--- src/hdl/dpt_pkg.sv ---
// Functional notes
// - timer a picks system, fast, slow, very low power, comparator or pins
// - timer a prescaler divides by 1, 4, 16 or 64 from scaler bits 6:5
// - timer a then divides by scaler bits 4:0 plus one
// - timer a counts up over 8 bits; count register loads and reads back
// - each counter returns to zero on the step after reaching its bound
// - period mode only: each wrap gives a waveform edge and an event
// - output waveform always has a 50 percent duty cycle
// - output rate is source over 2*(bound+1)*prescale*divide; timer a divide is (scaler+1)
// - both timers accept the very low power oscillator as count clock
// - timer b picks system, oscillators, comparator or touch oscillator
// - timer b prescaler divides by 1, 4, 16 or 64 from scaler bits 6:5
// - timer b extra divide by 1, 2 or 4 from scaler bits 1:0
// - timer b counts up over 8 bits; count register loads and reads
// - in power save a non-system-clocked timer wakes chip on wrap
// - in power save a timer halts on system clock or disabled oscillator
package dpt_pkg;
  // register byte offsets
  localparam logic [7:0] OFF_A_CONTROL = 8'h00;
  localparam logic [7:0] OFF_A_SCALER  = 8'h04;
  localparam logic [7:0] OFF_A_COUNT   = 8'h08;
  localparam logic [7:0] OFF_A_BOUND   = 8'h0c;
  localparam logic [7:0] OFF_B_CONTROL = 8'h10;
  localparam logic [7:0] OFF_B_SCALER  = 8'h14;
  localparam logic [7:0] OFF_B_COUNT   = 8'h18;
  localparam logic [7:0] OFF_B_BOUND   = 8'h1c;
  localparam logic [7:0] OFF_IRQ_STAT  = 8'h20;
  localparam logic [7:0] OFF_IRQ_MASK  = 8'h24;
  // field positions
  localparam int A_SEL_HI  = 7;
  localparam int A_SEL_LO  = 4;
  localparam int B_SEL_HI  = 6;
  localparam int B_SEL_LO  = 4;
  localparam int PRE_HI    = 6;
  localparam int PRE_LO    = 5;
  localparam int A_DIV_HI  = 4;
  localparam int B_DIV_HI  = 1;
  localparam int STAT_A    = 0;
  localparam int STAT_B    = 1;
  // reset values
  localparam logic [7:0] RST_REG  = 8'h00;
  localparam logic [1:0] RST_IRQ  = 2'h0;
  // clock source codes, timer a uses all four bits, timer b the low three
  localparam logic [3:0] SRC_STOP = 4'h0;
  localparam logic [3:0] SRC_SYS  = 4'h1;
  localparam logic [3:0] SRC_FAST = 4'h2;
  localparam logic [3:0] SRC_SLOW = 4'h3;
  localparam logic [3:0] SRC_VLP  = 4'h4;
  localparam logic [3:0] SRC_CMP  = 4'h5;
  localparam logic [3:0] SRC_PIN0 = 4'h6; // timer a only
  localparam logic [3:0] SRC_TCH  = 4'h6; // timer b only
  localparam logic [3:0] SRC_PIN4 = 4'h7; // timer a only
  // prescale terminal counts for /1 /4 /16 /64
  localparam logic [5:0] PRE_MAX1  = 6'h00;
  localparam logic [5:0] PRE_MAX4  = 6'h03;
  localparam logic [5:0] PRE_MAX16 = 6'h0f;
  localparam logic [5:0] PRE_MAX64 = 6'h3f;
  // number of external clock-like inputs watched for edges
  localparam int N_RAW = 7;
endpackage

--- src/hdl/dpt_chan.sv ---
module dpt_chan (
  input  wire logic       clk_i,
  input  wire logic       rst_i,
  input  wire logic       tick_i,
  input  wire logic [1:0] pre_sel_i,
  input  wire logic [4:0] div_max_i,
  input  wire logic [7:0] bound_i,
  input  wire logic       load_i,
  input  wire logic [7:0] load_data_i,
  output logic      [7:0] count_o,
  output logic            wave_o,
  output logic            wrap_o
);

  logic [5:0] pre_cnt;
  logic [5:0] pre_max;
  logic [4:0] div_cnt;
  logic       pre_done;
  logic       step;

  // prescale terminal count
  always_comb begin
    case (pre_sel_i)
      2'h0:    pre_max = dpt_pkg::PRE_MAX1;
      2'h1:    pre_max = dpt_pkg::PRE_MAX4;
      2'h2:    pre_max = dpt_pkg::PRE_MAX16;
      default: pre_max = dpt_pkg::PRE_MAX64;
    endcase
  end

  // >= so a shrinking setting never strands the counter past its end
  assign pre_done = tick_i && (pre_cnt >= pre_max);
  assign step     = pre_done && (div_cnt >= div_max_i);
  assign wrap_o   = step && (count_o == bound_i) && !load_i;

  // prescaler
  always_ff @(posedge clk_i) begin
    if (rst_i) begin
      pre_cnt <= 6'h00;
    end else if (tick_i) begin
      pre_cnt <= pre_done ? 6'h00 : pre_cnt + 6'h01;
    end
  end

  // second divider, terminal value is divisor minus one
  always_ff @(posedge clk_i) begin
    if (rst_i) begin
      div_cnt <= 5'h00;
    end else if (pre_done) begin
      div_cnt <= (div_cnt >= div_max_i) ? 5'h00 : div_cnt + 5'h01;
    end
  end

  // main counter, software load wins over a step
  always_ff @(posedge clk_i) begin
    if (rst_i) begin
      count_o <= 8'h00;
    end else if (load_i) begin
      count_o <= load_data_i;
    end else if (step) begin
      if (count_o == bound_i) begin
        count_o <= 8'h00;
      end else begin
        count_o <= count_o + 8'h01;
      end
    end
  end

  // one toggle per wrap gives two equal halves
  always_ff @(posedge clk_i) begin
    if (rst_i) begin
      wave_o <= 1'b0;
    end else if (wrap_o) begin
      wave_o <= ~wave_o;
    end
  end
endmodule

--- src/hdl/dpt_timers.sv ---
module dpt_timers (
  input  wire logic        clk_i,
  input  wire logic        rst_i,
  // classic wishbone slave
  input  wire logic        cyc_i,
  input  wire logic        stb_i,
  input  wire logic        we_i,
  input  wire logic [7:0]  adr_i,
  input  wire logic [3:0]  sel_i,
  input  wire logic [31:0] dat_i,
  output logic      [31:0] dat_o,
  output logic             ack_o,
  // clock sources, sampled as levels
  input  wire logic        fast_internal_osc_i,
  input  wire logic        slow_internal_osc_i,
  input  wire logic        very_low_power_osc_i,
  input  wire logic        comparator_i,
  input  wire logic        port_pin_zero_i,
  input  wire logic        port_pin_four_i,
  input  wire logic        touch_sense_osc_i,
  // oscillator enables and chip power state
  input  wire logic        fast_osc_en_i,
  input  wire logic        slow_osc_en_i,
  input  wire logic        vlp_osc_en_i,
  input  wire logic        touch_osc_en_i,
  input  wire logic        power_save_i,
  // results
  output logic             timer_a_wave_o,
  output logic             timer_b_wave_o,
  output logic             irq_o,
  output logic             wake_o
);

  logic [7:0]  timer_a_control;
  logic [7:0]  timer_a_scaler;
  logic [7:0]  timer_a_bound;
  logic [7:0]  timer_b_control;
  logic [7:0]  timer_b_scaler;
  logic [7:0]  timer_b_bound;
  logic [7:0]  timer_a_count;
  logic [7:0]  timer_b_count;
  logic [1:0]  irq_status;
  logic [1:0]  irq_mask;
  logic [1:0]  next_irq_status;

  logic [dpt_pkg::N_RAW-1:0] raw;
  logic [dpt_pkg::N_RAW-1:0] raw_q;
  logic [dpt_pkg::N_RAW-1:0] raw_edge;
  logic [7:0]  src_a;
  logic [7:0]  src_b;
  logic [7:0]  en_a;
  logic [7:0]  en_b;
  logic [3:0]  sel_a;
  logic [3:0]  sel_b;
  logic        halt_a;
  logic        halt_b;
  logic        tick_a;
  logic        tick_b;
  logic [4:0]  div_max_b;
  logic        wrap_a;
  logic        wrap_b;

  logic        req;
  logic        wr;
  logic        load_a;
  logic        load_b;
  logic [7:0]  rd_data;

  // bus decode; a request is served in the cycle it first appears
  assign req    = cyc_i && stb_i && !ack_o;
  assign wr     = req && we_i && sel_i[0];
  assign load_a = wr && (adr_i == dpt_pkg::OFF_A_COUNT);
  assign load_b = wr && (adr_i == dpt_pkg::OFF_B_COUNT);

  // ack for one cycle, dropped the cycle after
  always_ff @(posedge clk_i) begin
    if (rst_i) begin
      ack_o <= 1'b0;
    end else begin
      ack_o <= req;
    end
  end

  // timer a source select; unmapped writes fall through unnoticed
  always_ff @(posedge clk_i) begin
    if (rst_i) begin
      timer_a_control <= dpt_pkg::RST_REG;
    end else if (wr && adr_i == dpt_pkg::OFF_A_CONTROL) begin
      timer_a_control <= dat_i[7:0];
    end
  end

  // timer a prescale and divider settings
  always_ff @(posedge clk_i) begin
    if (rst_i) begin
      timer_a_scaler <= dpt_pkg::RST_REG;
    end else if (wr && adr_i == dpt_pkg::OFF_A_SCALER) begin
      timer_a_scaler <= dat_i[7:0];
    end
  end

  // timer a bound; a new bound meets the very next compare
  always_ff @(posedge clk_i) begin
    if (rst_i) begin
      timer_a_bound <= dpt_pkg::RST_REG;
    end else if (wr && adr_i == dpt_pkg::OFF_A_BOUND) begin
      timer_a_bound <= dat_i[7:0];
    end
  end

  // timer b source select, bit 7 is kept but unused
  always_ff @(posedge clk_i) begin
    if (rst_i) begin
      timer_b_control <= dpt_pkg::RST_REG;
    end else if (wr && adr_i == dpt_pkg::OFF_B_CONTROL) begin
      timer_b_control <= dat_i[7:0];
    end
  end

  // timer b prescale and extra divide settings
  always_ff @(posedge clk_i) begin
    if (rst_i) begin
      timer_b_scaler <= dpt_pkg::RST_REG;
    end else if (wr && adr_i == dpt_pkg::OFF_B_SCALER) begin
      timer_b_scaler <= dat_i[7:0];
    end
  end

  // timer b bound
  always_ff @(posedge clk_i) begin
    if (rst_i) begin
      timer_b_bound <= dpt_pkg::RST_REG;
    end else if (wr && adr_i == dpt_pkg::OFF_B_BOUND) begin
      timer_b_bound <= dat_i[7:0];
    end
  end

  // interrupt mask, only the two flag bits exist
  always_ff @(posedge clk_i) begin
    if (rst_i) begin
      irq_mask <= dpt_pkg::RST_IRQ;
    end else if (wr && adr_i == dpt_pkg::OFF_IRQ_MASK) begin
      irq_mask <= dat_i[1:0];
    end
  end

  // read mux, holes and the irq bits above the two flags read zero
  always_comb begin
    rd_data = 8'h00;
    case (adr_i)
      dpt_pkg::OFF_A_CONTROL: rd_data = timer_a_control;
      dpt_pkg::OFF_A_SCALER:  rd_data = timer_a_scaler;
      dpt_pkg::OFF_A_COUNT:   rd_data = timer_a_count;
      dpt_pkg::OFF_A_BOUND:   rd_data = timer_a_bound;
      dpt_pkg::OFF_B_CONTROL: rd_data = timer_b_control;
      dpt_pkg::OFF_B_SCALER:  rd_data = timer_b_scaler;
      dpt_pkg::OFF_B_COUNT:   rd_data = timer_b_count;
      dpt_pkg::OFF_B_BOUND:   rd_data = timer_b_bound;
      dpt_pkg::OFF_IRQ_STAT:  rd_data = {6'h00, irq_status};
      dpt_pkg::OFF_IRQ_MASK:  rd_data = {6'h00, irq_mask};
      default:                rd_data = 8'h00;
    endcase
  end

  // read data captured with the ack
  always_ff @(posedge clk_i) begin
    if (rst_i) begin
      dat_o <= 32'h0000_0000;
    end else if (req) begin
      dat_o <= {24'h00_0000, rd_data};
    end
  end

  // rising-edge detect on every clock-like input
  assign raw = {touch_sense_osc_i, port_pin_four_i, port_pin_zero_i,
                comparator_i, very_low_power_osc_i, slow_internal_osc_i,
                fast_internal_osc_i};
  genvar gi;
  generate
    for (gi = 0; gi < dpt_pkg::N_RAW; gi++) begin : g_edge
      always_ff @(posedge clk_i) begin
        if (rst_i) begin
          raw_q[gi] <= 1'b0;
        end else begin
          raw_q[gi] <= raw[gi];
        end
      end
      assign raw_edge[gi] = raw[gi] && !raw_q[gi];
    end
  endgenerate

  // source tables indexed by the select code; the system clock ticks always
  assign src_a = {raw_edge[5], raw_edge[4], raw_edge[3], raw_edge[2],
                  raw_edge[1], raw_edge[0], 1'b1, 1'b0};
  assign src_b = {1'b0, raw_edge[6], raw_edge[3], raw_edge[2],
                  raw_edge[1], raw_edge[0], 1'b1, 1'b0};
  assign en_a  = {1'b1, 1'b1, 1'b1, vlp_osc_en_i, slow_osc_en_i,
                  fast_osc_en_i, 1'b1, 1'b0};
  assign en_b  = {1'b0, touch_osc_en_i, 1'b1, vlp_osc_en_i, slow_osc_en_i,
                  fast_osc_en_i, 1'b1, 1'b0};

  assign sel_a = timer_a_control[dpt_pkg::A_SEL_HI:dpt_pkg::A_SEL_LO];
  assign sel_b = {1'b0, timer_b_control[dpt_pkg::B_SEL_HI:dpt_pkg::B_SEL_LO]};

  // power save halts a timer on system clock or on a dead oscillator
  assign halt_a = power_save_i &&
                  (sel_a == dpt_pkg::SRC_SYS || !en_a[sel_a[2:0]]);
  assign halt_b = power_save_i &&
                  (sel_b == dpt_pkg::SRC_SYS || !en_b[sel_b[2:0]]);
  // codes 8..15 of timer a select nothing
  assign tick_a = !sel_a[3] && src_a[sel_a[2:0]] && !halt_a;
  assign tick_b = src_b[sel_b[2:0]] && !halt_b;

  // timer b extra divide; code 3 is treated as /4
  always_comb begin
    case (timer_b_scaler[dpt_pkg::B_DIV_HI:0])
      2'h0:    div_max_b = 5'h00;
      2'h1:    div_max_b = 5'h01;
      default: div_max_b = 5'h03;
    endcase
  end

  dpt_chan u_chan_a (
    .clk_i       (clk_i),
    .rst_i       (rst_i),
    .tick_i      (tick_a),
    .pre_sel_i   (timer_a_scaler[dpt_pkg::PRE_HI:dpt_pkg::PRE_LO]),
    .div_max_i   (timer_a_scaler[dpt_pkg::A_DIV_HI:0]),
    .bound_i     (timer_a_bound),
    .load_i      (load_a),
    .load_data_i (dat_i[7:0]),
    .count_o     (timer_a_count),
    .wave_o      (timer_a_wave_o),
    .wrap_o      (wrap_a)
  );

  dpt_chan u_chan_b (
    .clk_i       (clk_i),
    .rst_i       (rst_i),
    .tick_i      (tick_b),
    .pre_sel_i   (timer_b_scaler[dpt_pkg::PRE_HI:dpt_pkg::PRE_LO]),
    .div_max_i   (div_max_b),
    .bound_i     (timer_b_bound),
    .load_i      (load_b),
    .load_data_i (dat_i[7:0]),
    .count_o     (timer_b_count),
    .wave_o      (timer_b_wave_o),
    .wrap_o      (wrap_b)
  );

  // sticky flags, write one to clear; a wrap in the clearing cycle wins
  always_comb begin
    next_irq_status = irq_status;
    if (wr && adr_i == dpt_pkg::OFF_IRQ_STAT) begin
      next_irq_status = irq_status & ~dat_i[1:0];
    end
    next_irq_status[dpt_pkg::STAT_A] =
      next_irq_status[dpt_pkg::STAT_A] | wrap_a;
    next_irq_status[dpt_pkg::STAT_B] =
      next_irq_status[dpt_pkg::STAT_B] | wrap_b;
  end

  always_ff @(posedge clk_i) begin
    if (rst_i) begin
      irq_status <= dpt_pkg::RST_IRQ;
    end else begin
      irq_status <= next_irq_status;
    end
  end

  assign irq_o = |(irq_status & irq_mask);

  // wake pulse only for timers not on the system clock
  always_ff @(posedge clk_i) begin
    if (rst_i) begin
      wake_o <= 1'b0;
    end else begin
      wake_o <= power_save_i &&
                ((wrap_a && sel_a != dpt_pkg::SRC_SYS) ||
                 (wrap_b && sel_b != dpt_pkg::SRC_SYS));
    end
  end
endmodule
--- config.mk ---
export PLATFORM = sky130hd
export DESIGN_NAME = dpt_timers
export DESIGN_NICKNAME = d
export VERILOG_FILES = /design/src/hdl/dpt_pkg.sv /design/src/hdl/dpt_chan.sv /design/src/hdl/dpt_timers.sv
export SDC_FILE = /design/constraint.sdc
export NUM_CORES = 1
export LEC_CHECK = 0
export BUFFER_PORTS_ARGS = -buffer_cell sky130_fd_sc_hd__buf_2
export CAP_MARGIN = 0
export CELL_PAD_IN_SITES_DETAIL_PLACEMENT = 2
export CELL_PAD_IN_SITES_GLOBAL_PLACEMENT = 2
export CORE_MARGIN = 5
export CORE_UTILIZATION = 31
export DETAILED_ROUTE_END_ITERATION = 10
export PLACE_DENSITY = 0.86
export SETUP_SLACK_MARGIN = 0.4
export SLEW_MARGIN = 15
export SYNTH_ARGS = -nofsm -noshare
export SYNTH_HDL_FRONTEND = slang
export SYNTH_SLANG_ARGS = --single-unit
--- constraint.sdc ---
create_clock -name clk_i -period 2.1 [get_ports clk_i]
set_input_delay 0.21 -clock clk_i [delete_from_list [all_inputs] [get_ports clk_i]]
set_output_delay 0.21 -clock clk_i [all_outputs]
set_load 0.03 [all_outputs]
==> flow_summary.ini <==
[clocking]
cts.htree.levels = 3
clk_latency_ns = 0.38
cts_sinks = 109
cts_buffers = 9
cts_tree = done
clk_pin_slew_ns = 0.08
root_buffer = clkbuf_16
clock_path_buffers = 2

[worst_setup_path]
arrival_ns = 2.67
slowest_stage = dfxtp_2
cp_cell_sequence = or2_4 > ha_4 > nand2b_4 > a221oi_4 > o21ai_2 > nand4_1 > buf_6 > or3_4 > a311oi_2
path_depth = 9
critical_path.top_delay_family = simple AND/OR/NAND/NOR gates
worstPathMaxFanout = 5
required_ns = 2.38
cp-startpoint = timer_b_scaler[6]
crit_end = u_chan_b.count_o[0]
r2r_start = timer_b_scaler[6]
worst-path-buf-inv = 1
critPathLaunchType = register
cp-end-kind = register
ff2ff_path_depth = 9
reg2reg_slack_ns = -0.29
max_stage_delay_ns = 0.35
criticalPathCategory = register to register
timing.rr.end = u_chan_b.count_o[0]

[floorplanning]
die-area_um2 = 23500
die_height_um = 153
coreArea_um2 = 20200
die_w_um = 153
io_pins = 98
start_util_pct = 31.4
rows = 52

[synthesis]
synth_seq_cells = 109
synthCells = 757
synth.top_cell.area_share_pct = 34.3
synth_edf_count = 0
yosysMostFrequentCell = dfxtp_1
synth_largest_area_cell = dfxtp_1
synth_area_um2 = 6350
synth_area_leaders = dfxtp_1 (34%), mux2i_1 (7.9%), nor2_1 (5.0%)
yosysSeqAreaShare_pct = 34.3
ys_types = 64
synthArstFlopShare_pct = 0
synth_ff_type = dfxtp_1
yosysWarnings = 0
synth.avg_cell_area_um2 = 8.39
synth_commonest_cells = dfxtp_1 (109), nor2_1 (85), a21oi_1 (50), mux2i_1 (50), nand2_1 (47)

[power]
peakVddDrop_mv = 0.308
p_leak_uw = 0.00328
p_clk_share_pct = 47.2
p_sw_uw = 1150
power_density_nw_per_um2 = 524
seqPwrFrac_pct = 45.1
p_comb_share_pct = 7.8
internal_power_uw = 3450
total_power_uw = 4600
p_sw_share_pct = 25.1

[sta]
finalSetupViolCount = 39
final.setup.worst_slack_ns = -0.293
drv_slew = 0
hold_viol = 0
period_share_pct = 114
tightest_slew_ns = 0.577
rsz0062_at_grt = true
timing.hold.ws_ns = 0.0657
period_needed_ns = 2.39
fmax_ghz = 0.418
clock_skew_ns = 0.0113
slew_headroom_pct = 61.2

[place]
post_dp_cell_area_um2 = 7450
dp_hpwl_mm = 17.5
routabilityCongestion = 0.841
place.port_buffers = 46
place_inst = 1105

[route]
firstDrtPassIters = 4
ant_nets = 0
drt_iter0_markers = 335
wl_per_cell_um = 25.2
via_per_inst = 5.67
drcViolationCount = 0
vias = 6549
drt-total-wl_mm = 29.1

[grt]
grt_max_degree = 42
track_usage_pct = 22.7
overflow = 0
grt_pass1_vias = 7288
grt_pass1_wl_mm = 42.2
antenna_found_initial = 1

[layout]
antenna_cells = 0
final_cells = 1155
nets = 962
layout-drive-gt1-share_pct = 35.7
synthToLayoutAreaGrowth_pct = 38.2
post-route-util_pct = 43.4
fin_area_um2 = 8780

[job]
drv_cap = 0

[outcome]
outcome = complete, but fails checks
violations = negative setup slack

[worst_hold_path]
hold_path_class = primary input to register
==> logic make-up (layout without fill, tap and decap cells) <==
| kind of cell | Yosys count | after routing | synth area share, % |
|---|---|---|---|
| flip-flops | 109 | 109 | 34.3 |
| buffers and inverters | 98 | 203 | 7.48 |
| multiplexers | 59 | 59 | 10.4 |
| adder cells (fa/ha/maj) | 21 | 21 | 4.13 |
| AO/OA/AOI/OAI | 177 | 177 | 18.2 |
| XOR/XNOR | 16 | 16 | 2.21 |
| AND/OR/NAND/NOR | 276 | 276 | 23.3 |
| other | 1 | 24 | 0.0590 |
==> sequential cells by signal (all words and copies together) (netlist names), 2 cells and up <==
name and flops:
timer_a_control 8, timer_a_scaler 8, dat_o 8, timer_b_bound 8
irq_mask 2, u_chan_b.pre_cnt 6, timer_a_bound 8, u_chan_a.pre_cnt 6
u_chan_a.count_o 8, irq_status 2, timer_b_scaler 8, u_chan_b.div_cnt 5
u_chan_a.div_cnt 5, u_chan_b.count_o 8, timer_b_control 8, raw_q 7
==> worst min path at each step <==
stage                              startpoint       end  slack (ns)  cells past startpoint
after global placement    fast_internal_osc_i  raw_q[0]        0.43                      2
after floorplan           fast_internal_osc_i  raw_q[0]        0.34                      1
after CTS                     port_pin_four_i  raw_q[5]        0.07                      2
final                         port_pin_four_i  raw_q[5]        0.07                      2
after detailed placement    touch_sense_osc_i  raw_q[6]        0.45                      2
after global routing          port_pin_four_i  raw_q[5]        0.06                      2
==> per-stage QoR <==
step,TNS (ns),worst slack [ns]
6_report,-5.85,-0.293
5_1_grt,-9.39,-0.385
4_1_cts,-4.27,-0.268
3_5_place_dp,-2.59,-0.188
3_3_place_gp,-0.412,-0.0734
2_1_floorplan,0,0.00239
==> power groups by stage <==
| stage | clock network [µW] | registers [µW] | logic [µW] |
|---|---|---|---|
| 3_3_place_gp | 0 | 2120 | 307 |
| 4_1_cts | 2170 | 2070 | 329 |
| 6_report | 2170 | 2070 | 358 |
| 5_1_grt | 2270 | 2080 | 373 |
| 2_1_floorplan | 0 | 2120 | 226 |
| 3_5_place_dp | 0 | 2120 | 316 |
==> placed cells by master (no fill, tap or decap), drive strengths merged, types with 5 or more instances in the layout <==
master,count
and2,6
a32oi,5
xnor2,8
or2,8
dfxtp,109
nand3,22
mux2i,50
nand2b,11
inv,28
xor2,8
nor2,87
o21ai,45
nor4,8
o2bb2ai,6
buf,159
ha,21
mux4,5
nor3,14
a21oi,50
o211ai,8
nand3b,15
a311oi,5
or4,6
and3,7
o32ai,11
nand2,47
a22oi,18
conb,24
nor2b,16
clkbuf,9
nand4,7
or3,10
==> per-layer routing <==
| layer | GRT usage (%) | wire (µm) | vias to the layer above |
|---|---|---|---|
| li1 | - | - | 2941 |
| met5 | 0 | 18 | - |
| met2 | 41.0 | 15100 | 205 |
| met4 | 8.44 | 913 | 2 |
| met3 | 3.68 | 1190 | 62 |
| met1 | 27.1 | 11800 | 3339 |
==> what timing repair did <==
action,CTS,global route
setup buffers,22,11
pin swaps,34,35
endpoints found under the setup margin,90,97
resized for setup,71,87
hold buffers,0,0
gates cloned,1,0
==> final cells by class <==
| type | instances | area (µm²) |
|---|---|---|
| Timing Repair Buffer | 159 | 1320 |
| Sequential cell | 109 | 2190 |
| Fill cell | 2147 | 11500 |
| Clock inverter | 7 | 138 |
| Tap cell | 270 | 338 |
| Inverter | 28 | 105 |
| Clock buffer | 9 | 225 |
| Multi-Input combinational cell | 573 | 4470 |
(Power assumes the default switching activity.)
